File: src/hw/bit_time_arbiter_consts.svh
// Purpose: Offsets, field positions, reset values and counts of the arbiter.
// Assumes: 32-bit AXI4-Lite register words, one per register.
// Notes: Definitions only.
`ifndef BIT_TIME_ARBITER_CONSTS_SVH
`define BIT_TIME_ARBITER_CONSTS_SVH

`define OFS_CTRL 4'h0
`define OFS_COUNT 4'h4
`define OFS_IRQ_STATUS 4'h8
`define OFS_IRQ_MASK 4'hc

`define BIT_MODE_LO 0
`define BIT_MODE_HI 1
`define BIT_CLK_SEL 2
`define BIT_COUNT_MSB 3
`define BIT_OVERFLOW 4
`define BIT_RUNNING 5
`define BIT_LOST 6
`define BIT_DONE 7

`define IRQ_DONE 0
`define IRQ_OVERFLOW 1
`define IRQ_LOST 2
`define IRQ_WIDTH 3

`define CTRL_RESET 8'h00
`define PRE_DIV 2'h3
`define SAMPLE_AT_BUS 9'h038
`define SAMPLE_AT_PRE 9'h008
`define COUNT_MAX 9'h1ff
`define RESP_OKAY 2'h0
`define RESP_SLVERR 2'h2

`endif

File: src/hw/bit_time_arbiter_pkg.sv
// Purpose: Types shared by the arbiter design.
// Assumes: Nothing beyond the constants header.
// Notes: Mode codes follow the two-bit mode field.
package bit_time_arbiter_pkg;
  typedef enum logic [1:0] {
    MODE_IDLE = 2'h0,
    MODE_MEASURE = 2'h1,
    MODE_ARBITRATE = 2'h2,
    MODE_RESERVED = 2'h3
  } mode_t;

  typedef enum logic [1:0] {
    ST_STOPPED = 2'h0,
    ST_WAIT = 2'h1,
    ST_RUN = 2'h3,
    ST_DONE = 2'h2
  } meas_state_t;
endpackage : bit_time_arbiter_pkg

File: src/hw/bit_time_arbiter.sv
// Purpose: Serial bit time measurement and bus arbitration counter.
// Assumes: rx_line, tx_internal and prescale_tick are synchronous to aclk.
// Notes: Registers are reached over AXI4-Lite, one aligned word each.
// Functional notes
// [RULE1] Done flag sets when measurement completes; any control write clears it.
// [RULE2] Running flag reads one while counting, zero when stopped.
// [RULE3] Overflow flag sets on counter overflow; any control write clears it.
// [RULE4] Mode 00 holds the counter reset and idle.
// [RULE5] Counter bit 8 readable in control; control write and reset clear it.
// [RULE6] Counter low eight bits readable in data register; control write clears.
// [RULE7] Clock select 0: bus clock/4, count between two rx falling edges.
// [RULE8] Running while counting; done set on second falling edge.
// [RULE9] Clock select 1: prescaler/4, start when rx sampled low.
// [RULE10] Rx already low on enable starts counting at once.
// [RULE11] Break measurement stops on next rx rising edge.
// [RULE12] Mode 10 arbitrates; counter restarts on each transmitter rising edge.
// [RULE13] Sample rx once at 0x38 or 0x08; low sets arbitration lost.
// [RULE14] While arbitration lost, transmit pin is forced high.
// [RULE15] Transmitter low before a low rx sample resets the counter.
// [RULE16] Mode 00 idle, 01 measure, 10 arbitrate, 11 reserved; reset clears.
// [RULE17] Writing zero to upper mode bit clears arbitration lost.
// [RULE18] Clock select bit picks prescaler/4 or bus/4; reset clears it.
// [RULE19] Overflow raised when counter increments past 0x1ff.
//
// The placing of the registers and the AXI4-Lite interface to the registers were left to the implementer.
`include "bit_time_arbiter_consts.svh"
`timescale 1ns/100ps
`default_nettype none

module bit_time_arbiter
  import bit_time_arbiter_pkg::*;
(
  input wire logic aclk, // 20 MHz bus clock
  input wire logic aresetn, // Synchronous reset, active low
  input wire logic [3:0] s_axi_awaddr, // Write address
  input wire logic s_axi_awvalid, // Write address valid
  output logic s_axi_awready, // Write address ready
  input wire logic [31:0] s_axi_wdata, // Write data
  input wire logic [3:0] s_axi_wstrb, // Write byte strobes
  input wire logic s_axi_wvalid, // Write data valid
  output logic s_axi_wready, // Write data ready
  output logic [1:0] s_axi_bresp, // Write response
  output logic s_axi_bvalid, // Write response valid
  input wire logic s_axi_bready, // Write response ready
  input wire logic [3:0] s_axi_araddr, // Read address
  input wire logic s_axi_arvalid, // Read address valid
  output logic s_axi_arready, // Read address ready
  output logic [31:0] s_axi_rdata, // Read data
  output logic [1:0] s_axi_rresp, // Read response
  output logic s_axi_rvalid, // Read data valid
  input wire logic s_axi_rready, // Read data ready
  input wire logic rx_line, // Receive line level
  input wire logic tx_internal, // Transmitter output before gating
  input wire logic prescale_tick, // One-cycle pulse from serial prescaler
  output logic tx_pin, // Transmit pin level
  output logic irq // Level interrupt, high while unmasked event pending
);

  logic [7:0] ctrl_q;
  logic [8:0] count_q;
  logic overflow_q;
  logic done_q;
  logic lost_q;
  logic sampled_q;
  logic [1:0] div_q;
  logic rx_q;
  logic tx_q;
  logic [`IRQ_WIDTH-1:0] irq_status_q;
  logic [`IRQ_WIDTH-1:0] irq_mask_q;
  meas_state_t meas_q;
  logic arb_run_q;
  logic aw_held_q;
  logic w_held_q;
  logic [3:0] aw_addr_q;
  logic [31:0] w_data_q;
  logic [3:0] w_strb_q;

  mode_t mode;
  logic clk_sel;
  logic tick;
  logic rx_fall;
  logic rx_rise;
  logic tx_rise;
  logic running;
  logic wr_go;
  logic ctrl_wr;
  logic lost_set;
  logic done_set;
  logic ovf_set;
  logic [8:0] sample_at;

  // Byte-lane merge for the low byte, the only byte with writable bits.
  function automatic logic [7:0] merge_low(input logic [7:0] old_v,
                                           input logic [31:0] data,
                                           input logic [3:0] strb);
    merge_low = strb[0] ? data[7:0] : old_v;
  endfunction : merge_low

  assign mode = mode_t'(ctrl_q[`BIT_MODE_HI:`BIT_MODE_LO]);
  assign clk_sel = ctrl_q[`BIT_CLK_SEL];
  assign rx_fall = rx_q & ~rx_line;
  assign rx_rise = ~rx_q & rx_line;
  assign tx_rise = ~tx_q & tx_internal;
  assign running = (meas_q == ST_RUN) | arb_run_q;
  assign wr_go = aw_held_q & w_held_q & ~s_axi_bvalid;
  assign ctrl_wr = wr_go & (aw_addr_q == `OFS_CTRL);
  assign sample_at = clk_sel ? `SAMPLE_AT_PRE : `SAMPLE_AT_BUS;

  // Divide by four of the selected source. [RULE7] [RULE9] [RULE18]
  // The divider runs free in any active mode, so the first count of a
  // measurement can come up to three source periods early, never late.
  // This costs one count of resolution but needs no restart logic.
  assign tick = (div_q == `PRE_DIV) & (clk_sel ? prescale_tick : 1'b1);

  always_ff @(posedge aclk)
  begin
    if (!aresetn)
      div_q <= 2'h0;
    else if (mode == MODE_IDLE)
      div_q <= 2'h0;
    else if (!clk_sel || prescale_tick)
      div_q <= div_q + 2'h1;
  end

  always_ff @(posedge aclk)
  begin
    if (!aresetn)
    begin
      rx_q <= 1'b1;
      tx_q <= 1'b1;
    end
    else
    begin
      rx_q <= rx_line;
      tx_q <= tx_internal;
    end
  end

  // Control: mode and clock select writable; reserved mode 11 is kept. [RULE16]
  always_ff @(posedge aclk)
  begin
    if (!aresetn)
      ctrl_q <= `CTRL_RESET;
    else if (ctrl_wr)
      ctrl_q <= merge_low(ctrl_q, w_data_q, w_strb_q) & 8'h07;
  end

  // Measurement sequencer.
  always_ff @(posedge aclk)
  begin
    if (!aresetn)
      meas_q <= ST_STOPPED;
    else if (ctrl_wr || mode != MODE_MEASURE)
      meas_q <= ST_STOPPED; // [RULE4]
    else
    begin
      unique case (meas_q)
        ST_STOPPED:
          meas_q <= ST_WAIT;
        ST_WAIT:
          if (!clk_sel && rx_fall)
            meas_q <= ST_RUN; // [RULE7]
          else if (clk_sel && !rx_line)
            meas_q <= ST_RUN; // [RULE9] [RULE10]
        ST_RUN:
          if ((!clk_sel && rx_fall) || (clk_sel && rx_rise))
            meas_q <= ST_DONE; // [RULE8] [RULE11]
        ST_DONE:
          meas_q <= ST_DONE;
      endcase
    end
  end

  assign done_set = (meas_q == ST_RUN) & (mode == MODE_MEASURE) & ~ctrl_wr &
    ((!clk_sel && rx_fall) || (clk_sel && rx_rise));

  // Arbitration run state and single sample per bit.
  always_ff @(posedge aclk)
  begin
    if (!aresetn)
    begin
      arb_run_q <= 1'b0;
      sampled_q <= 1'b0;
    end
    else if (mode != MODE_ARBITRATE || ctrl_wr)
    begin
      arb_run_q <= 1'b0;
      sampled_q <= 1'b0;
    end
    else if (tx_rise)
    begin
      arb_run_q <= 1'b1; // [RULE12]
      sampled_q <= 1'b0;
    end
    else if (!tx_internal && !lost_q && !lost_set)
    begin
      arb_run_q <= 1'b0; // [RULE15]
      sampled_q <= 1'b0;
    end
    else if (arb_run_q && count_q == sample_at && !sampled_q)
      sampled_q <= 1'b1; // [RULE13]
  end

  assign lost_set = (mode == MODE_ARBITRATE) & arb_run_q & ~sampled_q &
    (count_q == sample_at) & ~rx_line & ~tx_rise; // [RULE13]

  // Counter. Restart on transmitter edge reloads zero. [RULE4] [RULE12]
  assign ovf_set = running & tick & (count_q == `COUNT_MAX) & ~ctrl_wr; // [RULE19]

  always_ff @(posedge aclk)
  begin
    if (!aresetn)
      count_q <= 9'h000;
    else if (ctrl_wr || mode == MODE_IDLE)
      count_q <= 9'h000; // [RULE5] [RULE6]
    else if (mode == MODE_ARBITRATE &&
             (tx_rise || (!tx_internal && !lost_q && !lost_set)))
      count_q <= 9'h000; // [RULE15]
    else if (mode == MODE_MEASURE && meas_q == ST_STOPPED)
      count_q <= 9'h000;
    else if (running && tick)
      count_q <= count_q + 9'h001;
  end

  // Overflow and done flags: a control write blocks the set in its own cycle, so clear wins.
  always_ff @(posedge aclk)
  begin
    if (!aresetn)
    begin
      overflow_q <= 1'b0;
      done_q <= 1'b0;
    end
    else
    begin
      overflow_q <= ovf_set | (overflow_q & ~ctrl_wr); // [RULE3]
      done_q <= done_set | (done_q & ~ctrl_wr); // [RULE1]
    end
  end

  always_ff @(posedge aclk)
  begin
    if (!aresetn)
      lost_q <= 1'b0;
    else if (lost_set)
      lost_q <= 1'b1;
    else if (ctrl_wr && w_strb_q[0] && !w_data_q[`BIT_MODE_HI])
      lost_q <= 1'b0; // [RULE17]
  end

  always_ff @(posedge aclk)
  begin
    if (!aresetn)
      tx_pin <= 1'b1;
    else
      // Folding in the set term keeps the pin from glitching low in the
      // cycle in which arbitration is lost.
      tx_pin <= tx_internal | lost_q | lost_set; // [RULE14]
  end

  // Interrupt status, write one to clear; events win over clears.
  logic irq_wr;
  logic [`IRQ_WIDTH-1:0] irq_evt;
  assign irq_wr = wr_go & (aw_addr_q == `OFS_IRQ_STATUS) & w_strb_q[0];
  assign irq_evt = {lost_set, ovf_set, done_set};

  always_ff @(posedge aclk)
  begin
    if (!aresetn)
      irq_status_q <= '0;
    else if (irq_wr)
      irq_status_q <= (irq_status_q & ~w_data_q[`IRQ_WIDTH-1:0]) | irq_evt;
    else
      irq_status_q <= irq_status_q | irq_evt;
  end

  always_ff @(posedge aclk)
  begin
    if (!aresetn)
      irq_mask_q <= '0;
    else if (wr_go && aw_addr_q == `OFS_IRQ_MASK && w_strb_q[0])
      irq_mask_q <= w_data_q[`IRQ_WIDTH-1:0];
  end

  always_ff @(posedge aclk)
  begin
    if (!aresetn)
      irq <= 1'b0;
    else
      irq <= |(irq_status_q & irq_mask_q);
  end

  // AXI write: address and data taken in either order, response after both.
  always_ff @(posedge aclk)
  begin
    if (!aresetn)
    begin
      aw_held_q <= 1'b0;
      w_held_q <= 1'b0;
      aw_addr_q <= 4'h0;
      w_data_q <= 32'h0;
      w_strb_q <= 4'h0;
      s_axi_awready <= 1'b0;
      s_axi_wready <= 1'b0;
      s_axi_bvalid <= 1'b0;
      s_axi_bresp <= `RESP_OKAY;
    end
    else
    begin
      s_axi_awready <= ~aw_held_q & ~(s_axi_awvalid & s_axi_awready);
      s_axi_wready <= ~w_held_q & ~(s_axi_wvalid & s_axi_wready);
      if (s_axi_awvalid && s_axi_awready)
      begin
        aw_held_q <= 1'b1;
        aw_addr_q <= s_axi_awaddr;
      end
      if (s_axi_wvalid && s_axi_wready)
      begin
        w_held_q <= 1'b1;
        w_data_q <= s_axi_wdata;
        w_strb_q <= s_axi_wstrb;
      end
      if (wr_go)
      begin
        aw_held_q <= 1'b0;
        w_held_q <= 1'b0;
        s_axi_bvalid <= 1'b1;
        s_axi_bresp <= (aw_addr_q == `OFS_COUNT || aw_addr_q[1:0] != 2'h0) ?
          `RESP_SLVERR : `RESP_OKAY;
      end
      else if (s_axi_bvalid && s_axi_bready)
        s_axi_bvalid <= 1'b0;
    end
  end

  // AXI read: one cycle after the address is taken.
  always_ff @(posedge aclk)
  begin
    if (!aresetn)
    begin
      s_axi_arready <= 1'b0;
      s_axi_rvalid <= 1'b0;
      s_axi_rdata <= 32'h0;
      s_axi_rresp <= `RESP_OKAY;
    end
    else
    begin
      s_axi_arready <= ~s_axi_rvalid & ~(s_axi_arvalid & s_axi_arready);
      if (s_axi_arvalid && s_axi_arready)
      begin
        s_axi_rvalid <= 1'b1;
        s_axi_rresp <= `RESP_OKAY;
        unique case (s_axi_araddr)
          `OFS_CTRL:
            s_axi_rdata <= {24'h0, done_q, lost_q, running, overflow_q,
                            count_q[8], ctrl_q[2:0]}; // [RULE2] [RULE5]
          `OFS_COUNT:
            s_axi_rdata <= {24'h0, count_q[7:0]}; // [RULE6]
          `OFS_IRQ_STATUS:
            s_axi_rdata <= {29'h0, irq_status_q};
          `OFS_IRQ_MASK:
            s_axi_rdata <= {29'h0, irq_mask_q};
          default:
          begin
            s_axi_rdata <= 32'h0;
            s_axi_rresp <= `RESP_SLVERR;
          end
        endcase
      end
      else if (s_axi_rvalid && s_axi_rready)
        s_axi_rvalid <= 1'b0;
    end
  end

endmodule : bit_time_arbiter

`default_nettype wire

File: config.mk
export PLATFORM = sky130hd
export DESIGN_NAME = bit_time_arbiter
export DESIGN_NICKNAME = d
export VERILOG_FILES = /design/src/hw/bit_time_arbiter_pkg.sv /design/src/hw/bit_time_arbiter.sv
export VERILOG_INCLUDE_DIRS = /design/src /design/src/hw
export SDC_FILE = /design/constraint.sdc
export NUM_CORES = 1
export LEC_CHECK = 0
export ABC_AREA = 1
export BUFFER_PORTS_ARGS = -buffer_cell sky130_fd_sc_hd__buf_2
export CAP_MARGIN = 10
export CORE_MARGIN = 3
export CORE_UTILIZATION = 45
export DETAILED_ROUTE_END_ITERATION = 8
export PLACE_DENSITY = 0.82
export SYNTH_ARGS = -nofsm -noshare
export SYNTH_HDL_FRONTEND = slang
export SYNTH_SLANG_ARGS = --single-unit
File: constraint.sdc
create_clock -name aclk -period 1.4 [get_ports aclk]
set_input_delay 0.07 -clock aclk [delete_from_list [all_inputs] [get_ports aclk]]
set_output_delay 0.07 -clock aclk [all_outputs]
set_load 0.005 [all_outputs]
==> results of run 1 <==
-- cell usage in the layout, fill, tap and decap left out, types with 18 or more instances in the layout --
cell     Yosys  layout
nand2_1     77      73
dfxtp_1     56      49
buf_2        1      38
inv_1       40      37
nor2_1      30      27
conb_1       1      26
nand3_1     23      22
o21ai_0     22      22
a21oi_1     19      18
buf_4       26      18
-- logic make-up after synthesis --
| logic type | Yosys count | synth area share [%] |
|---|---|---|
| AOI/OAI and AO/OA | 49 | 9.599 |
| xor gates and xnor gates | 6 | 1.938 |
| and+or+nand+nor | 173 | 31.01 |
| other | 1 | 0.1383 |
| adders and majority gates | 4 | 1.846 |
| DFF | 56 | 41.35 |
| buffers and inverters | 75 | 14.12 |
-- worst max path at each step --
| stage | endpoint | slack (ns) |
|---|---|---|
| 6_report | count_q[0] | -0.06 |
| 5_1_grt | count_q[8] | -0.13 |
| 4_1_cts | count_q[8] | -0.04 |
| 3_5_place_dp | count_q[8] | -0.1 |
| 3_3_place_gp | count_q[7] | -0.03 |
| 2_1_floorplan | count_q[3] | 0.05 |
-- metal layers --
layer / vias up / track usage (%) / share of wire [%]
li1: 1235 / - / -
met1: 1094 / 19.81 / 43
met2: 85 / 26.68 / 47
met3: 21 / 3.949 / 6.0
met4: 0 / 8.041 / 3.9
met5: - / 0 / 0
-- critical path, stage by stage, from the launching register on --
cell and delay [ns]:
dfxtp_2 0.34, nand3b_1 0.22, nor2_1 0.18, nand2_2 0.13, nor3b_4 0.19, buf_6 0.15
nand2_8 0.10, nor2_2 0.05
-- flip-flops by register name, summed over array words and instances (netlist names), 2 cells and up --
register and flops:
ctrl_q 3, aw_addr_q 4, meas_q 2, irq_mask_q 3, div_q 2, count_q 9, w_data_q 3, irq_status_q 3
s_axi_rdata 8
-- final cells by class --
| type | instances | area (sq um) |
|---|---|---|
| Multi-Input combinational cell | 259 | 1485 |
| Fill cell | 471 | 2276 |
| Tap cell | 72 | 90.09 |
| Clock inverter | 3 | 27.53 |
| Inverter | 44 | 173.9 |
| Sequential cell | 56 | 1135 |
| Timing Repair Buffer | 65 | 419.2 |
| Clock buffer | 5 | 68.82 |
-- through the flow --
stage / hold WS (ns) / TNS (ns) / utilization [%]
after global placement: 0.2992 / -0.2599 / 52.43
after global routing: 0.004920 / -1.018 / 59.90
final: -0.007073 / -0.4277 / 59.90
after floorplan: 0.1766 / 0 / -
after detailed placement: 0.3055 / -0.7198 / 52.43
after CTS: 0.003093 / -0.1363 / 56.81
-- report_power, final --
part	internal, mW	switching (mW)
logic	0.0915	0.137
registers	1.63	0.0244
clock network	0.369	0.581
-- timing repair --
| action | in CTS | in global routing |
|---|---|---|
| gates cloned | 1 | 0 |
| hold buffers | 6 | 0 |
| resized for setup | 12 | 39 |
| endpoints found under the hold margin | 6 | 0 |
| setup buffers | 5 | 2 |
| endpoints found under the setup margin | 9 | 19 |
| pin swaps | 8 | 12 |
==> summary by stage, run 1 <==
Routing
Summed over all layers, the routed wires come to 6022 um. The post-detailed-route wirelength per cell is around 12 um. For this run, design rule violations remaining after detail routing come to 0. In this run, the number of DRC markers left after iteration 0 of detailed routing was 140. The count of antenna-violating nets left after detailed routing is 0.

The via total after detailed routing is roughly 2,400. The number of vias per cell after detailed routing is 4.831. The number of detailed-route iterations in the first pass is 4.

Yosys
The predominant post-synthesis flop cell is dfxtp_1. After synthesis the cells add up to 0.002711 sq mm. The share of synthesized flip-flops with an asynchronous set or reset is 0%. In the post-synthesis netlist, the biggest area contributors are dfxtp_1 (41%), nand2_1 (11%), buf_4 (7.2%), inv_1 (5.5%), nand3_1 (4.2%). The share of the yosys chip area belonging to registers is between 40% and 50%. Yosys mapped a number of flops with a built-in enable equal to 0.

The largest total area in the synthesized netlist belongs to dfxtp_1. Dividing the synthesized area by the synthesized cell count gives 7.449 sq um. Synthesis produced a netlist whose cell count is about 360.

Yosys instantiated no cell more often than nand2_1. The synthesized design devotes to its leading area cell type 41.35% of total area. The yosys synthesis warning count is 0. After synthesis the netlist holds a flip-flop and latch count of 56. The commonest cells after synthesis are nand2_1 (77), dfxtp_1 (56), inv_1 (40). The count of cell types in the netlist is 34.

Critical path
The highest net fanout along the worst path is 5. The kind of critical path is reg -> reg. STA puts the critical path data required time at 1.63 ns. The nature of the critical path endpoint is a flip-flop. In this run the critical register-to-register path is captured at count_q[0]. The worst register-to-register path begins at s_axi_bvalid. The endpoint arrival time on the critical path is 1.69 ns.

STA classifies the critical path startpoint as a flip-flop. Across all register-to-register paths, the minimum setup slack is -0.06 ns. The start point of the critical path is s_axi_bvalid. For the worst flop-to-flop path, the logic depth is 7.

Floorplan
The starting utilization of the core area is 47.77%. In this run the core area contains 27 standard-cell rows. Measured along the x axis, the die boundary spans 83.62 um. The top-level I/O count is 97. The die area is 0.006992 sq mm.

The area inside the core boundary is 0.005675 sq mm. Measured along the y axis, the die boundary spans about 84 um.

Global routing
The number of global-route vias before repair was 2,163. The pin count of the biggest net entering global routing is 20. For this run the aggregate overflow at the end of global routing stands at 0. The first-pass GRT wire length is about 9400 um. The number of antenna violations at the first check in global routing is 0. The total routing usage reported by global routing is between 10% and 20%.

Timing
For the finished layout, the period the worst path requires is 1.463 ns. The total of endpoints with negative setup slack in the final report is 9. The worst clock skew on the final layout is 0.008644 ns. The post-route worst setup slack is -0.06315 ns. The worst path uses 104.5% of the clock period.

Setup repair after global routing could not meet its margin everywhere. Derived from the worst setup path, the maximum achievable clock frequency is 0.6835 GHz. The max-slew violation total from the final report was 0. The worst hold-check slack is -0.007073 ns. The number of endpoints with negative hold slack in the final report is 2.

Clock tree
The H-tree was split into 2 levels. After clock tree synthesis, the clock-pin slew on the worst setup and hold paths is about 0.11 ns. In this run, CTS created clock tree buffers numbering 5. The clock passes through at most 2 buffers. CTS saw 56 sinks. The clock tree from TritonCTS is built.

The clock reaches the later pin of the worst-skew pair after 0.33 ns. The tree is rooted in a clkbuf_8.

Placement
During placement, the flow inserted port buffers numbering 38. At the placement stage, the worst setup path has a slack of -0.09548 ns. The post-detailed-placement half-perimeter wirelength is 4214 um. The global placement routability congestion is 0.8143. The number of placed instances, taps included is around 480. In this run the cell area measured after placement is 0.002975 sq mm.

Cells and area
The post-route standard cell area excluding fillers is 0.003400 sq mm. The non-filler instance count after layout is 504. Cells with a size suffix above 1 make up 28.94% of the layout. The number of inserted diodes is 0. Relative to the synthesized area, the layout overhead comes to 25.38%.

The net count of the finished layout is roughly 490.

Status
The flow ran to the end, but the final reports show violations. The final reports fail on hold timing, setup timing.

Min path
The critical hold path startpoint is s_axi_awaddr[0]. For hold timing, the worst endpoint is aw_addr_q[0]. The tightest min-delay check is of the in -> reg type. The cell depth of the worst hold path is 3.

Pwr
The design draws 2.831 mW. The leakage power of the design is 1.501 nW. The peak ir drop on the vdd network is 0.6202 mV.

In this run the power density over the cells is 832.8 mW/mm^2.

Run
Across the run, the number of max-cap violations was 0.
(Power assumes the default switching activity.)
==> inputs of run 2 (changes only) <==
- CORE_UTILIZATION: 45 -> 53
- GPL_ROUTABILITY_DRIVEN: default -> 0
- PLACE_DENSITY: 0.82 -> 0.9
- clock period: 1.4 -> 1.9 ns (I/O delays scaled with it)
==> summary by stage, run 2 (synthesis results as in run 1) <==
Timing
The total of endpoints with negative setup slack in the final report is 0 (was 9). The final-layout setup total negative slack is 0 ns (was -0.4277 ns). The worst clock skew on the final layout was 0.009175 ns (was 0.008644 ns). Unrepaired setup endpoints after global routing: no (was yes).

The time the worst path needs with I/O delays and setup came to 1.564 ns (was 1.463 ns). The maximum clock frequency is 0.6392 GHz (was 0.6835 GHz). The final cycle utilization of the critical path is 82.34% (was 104.5%).

The worst hold-check slack was 0.01986 ns (was -0.007073 ns). The number of endpoints with negative hold slack in the final report is 0 (was 2). The post-route worst setup slack is 0.3356 ns (was -0.06315 ns).

The max-slew violation total from the final report is 0 (unchanged).

Cells and area
The net count reported at finish came to 464 (was 489). Top flop regs: count_q: 9 flops, s_axi_rdata: 8 flops, aw_addr_q: 4 flops (unchanged). The area growth from synthesis to final layout came to 9.829% (was 25.38%). The non-filler instance count after layout is 474 (was 504). The largest register by flop count is count_q (unchanged). The most common library cell in the layout ignoring fill and taps is nand2_1 (unchanged). The fraction of final layout cells with drive strength greater than 1 came to 19.16% (was 28.94%). Commonest cells after routing, fill and taps aside: nand2_1 (77), dfxtp_1 (56), inv_1 (40) (was nand2_1 (73), dfxtp_1 (49), buf_2 (38)). The flip-flop count of the largest register, all copies and words added was 9 (unchanged). The post-route standard cell area excluding fillers was 0.002978 sq mm (was 0.003400 sq mm). The number of inserted diodes is 0 (unchanged). The core utilization of the finished layout was 61.42% (was 59.90%).

Clock tree
The clock root buffer master is clkbuf_8 (unchanged). The clock sink count was 56 (unchanged). The insertion delay to the later sink of the worst-skew pair was 0.32 ns (was 0.33 ns). The number of CTS-inserted buffers is 5 (unchanged).

The post-cts repair resize count is 0 (was 12). The clock transition at the registers of the reported paths is 0.09 ns (was 0.11 ns). The H-tree depth is 2 (unchanged). The maximum clock insertion buffer count is 2 (unchanged). The clock tree from TritonCTS is built (unchanged).

Pwr
The share of total power in sequential cells was 60.7% (was 58.4%). The net switching power came to 0.4942 mW (was 0.7431 mW). The leakage power of the design is 1.337 nW (was 1.501 nW). The share of total power consumed by net switching is 24.57% (was 26.25%).

The peak ir drop on the vdd network is 0.4849 mV (was 0.6202 mV). The internal power is 1.518 mW (was 2.088 mW). The final total power is 2.012 mW (was 2.831 mW). The fraction of power consumed by the clock network came to 32.2% (was 33.6%).

The power per standard cell area is 675.6 mW/mm^2 (was 832.8 mW/mm^2). The logic gate share of total power is 7.1% (was 8.1%).

Global routing
The most heavily used metal layer in global routing is met2 (unchanged). The pin count of the biggest net entering global routing is 35 (was 20). The number of antenna violations at the first check in global routing came to 0 (unchanged).

The first-pass GRT wire length is 8976 um (was 9363 um). The number of global-route vias before repair is 2,117 (was 2,163). The total routing usage reported by global routing is 18.28% (was 16.27%).

The global routing met2 resource utilization is 31.43% (was 26.68%). The fraction of met3 tracks used by global routing is 3.596% (was 3.949%). The total congestion overflow after global routing is 0 (unchanged).

The met1 usage in global routing is 22.72% (was 19.81%).

Routing
The DRC violation total after the first TritonRoute iteration is 148 (was 140). The post-detailed-routing wire length is 5350 um (was 6022 um). The count of antenna-violating nets left after detailed routing is 0 (unchanged). The number of detailed-route iterations in the first pass is 4 (unchanged).

The count of unresolved DRC violations after routing is 0 (unchanged). The post-detailed-route wirelength per cell is 11.29 um (was 11.95 um). The via total after detailed routing is 2,300 (was 2,435). The number of vias per cell after detailed routing is 4.852 (was 4.831).

Placement
The number of placed instances, taps included is 465 (was 482). The setup slack after placement is 0.3736 ns (was -0.09548 ns). The number of port buffers came to 38 (unchanged).

The instance area at placement came to 0.002879 sq mm (was 0.002975 sq mm). The post-detailed-placement half-perimeter wirelength is 4183 um (was 4214 um).

Status
Outcome: finished clean (was finished, violations left).

Run
The number of maximum-capacitance constraint violations came to 0 (unchanged).

Floorplan
The count of standard-cell rows is 25 (was 27). The die span in y is 77.53 um (was 83.62 um). The die area is 0.006010 sq mm (was 0.006992 sq mm). The horizontal extent of the die is 77.53 um (was 83.62 um). The area inside the core boundary is 0.004848 sq mm (was 0.005675 sq mm).

The top-level I/O count is 97 (unchanged). The starting utilization of the core area came to 55.92% (was 47.77%).

Min path
The worst hold path class is in -> reg (unchanged).

Critical path
The highest net fanout along the worst path is 9 (was 5). The worst endpoint required time is 2.11 ns (was 1.63 ns). The startpoint type of the worst setup path is a flip-flop (unchanged). The endpoint arrival time on the critical path is 1.77 ns (was 1.69 ns). The kind of critical path is reg -> reg (unchanged). The nature of the critical path endpoint is a flip-flop (unchanged). The minimum setup slack among reg-to-reg paths is 0.34 ns (was -0.06 ns).
run 2: cell count changes in the layout (fill, tap and decap cells not counted), moves of 4 or more:
| cell | previous run | this run |
|---|---|---|
| nor2_4 | 11 | 3 |
| nor2_2 | 7 | 12 |
| nand2_1 | 73 | 77 |
| dlygate4sd3_1 | 6 | 1 |
| dfxtp_2 | 5 | 0 |
| dfxtp_1 | 49 | 56 |
| buf_4 | 18 | 2 |
run 2: metal layers:
| metal | share of wire (%) | vias up |
|---|---|---|
| met2 | 47 | 71 |
| met5 | 0 | - |
| met4 | 1.8 | 0 |
| met3 | 5.5 | 13 |
| met1 | 46 | 1030 |
| li1 | - | 1186 |
run 2: what timing repair did:
action | CTS | global route
hold buffers | 1 | 0
hold endpoints to repair | 1 | 0
buffers inserted | 0 | 0
run 2: power groups by stage:
stage               sequential, mW  combinational, mW  clock, mW
floorplan                     1.25              0.129          0
global placement              1.25              0.137          0
detailed placement            1.25              0.141          0
CTS                           1.22              0.143      0.665
global route                  1.23              0.166      0.710
finish                        1.22              0.144      0.647
run 2: path summary, 6_finish.rpt:
kind,from,depth (start not counted),endpoint
worst max-delay path,count_q[0],12,count_q[0]
worst min-delay path,rx_line,3,rx_q
worst max register to register,count_q[0],12,count_q[0]
worst min register to register,s_axi_rvalid,1,s_axi_arready
run 2: area by class of cell:
cell class                      instances  area (sq um)
Inverter                               44         167.7
Sequential cell                        56          1121
Tap cell                               67         83.83
Clock inverter                          2         16.27
Clock buffer                            6         72.57
Timing Repair Buffer                   41         215.2
Fill cell                             432          1871
Multi-Input combinational cell        258          1301
run 2: critical path: stages (launching register included):
cell and delay (ns):
dfxtp_1 0.39, inv_1 0.11, ha_1 0.22, nand2_2 0.07, clkinv_1 0.06, nand2_2 0.08
nor2_4 0.05, nand3_4 0.09, nand2_2 0.06, nand2_2 0.07, nand2_2 0.06, nand2_4 0.15
nor2_2 0.04
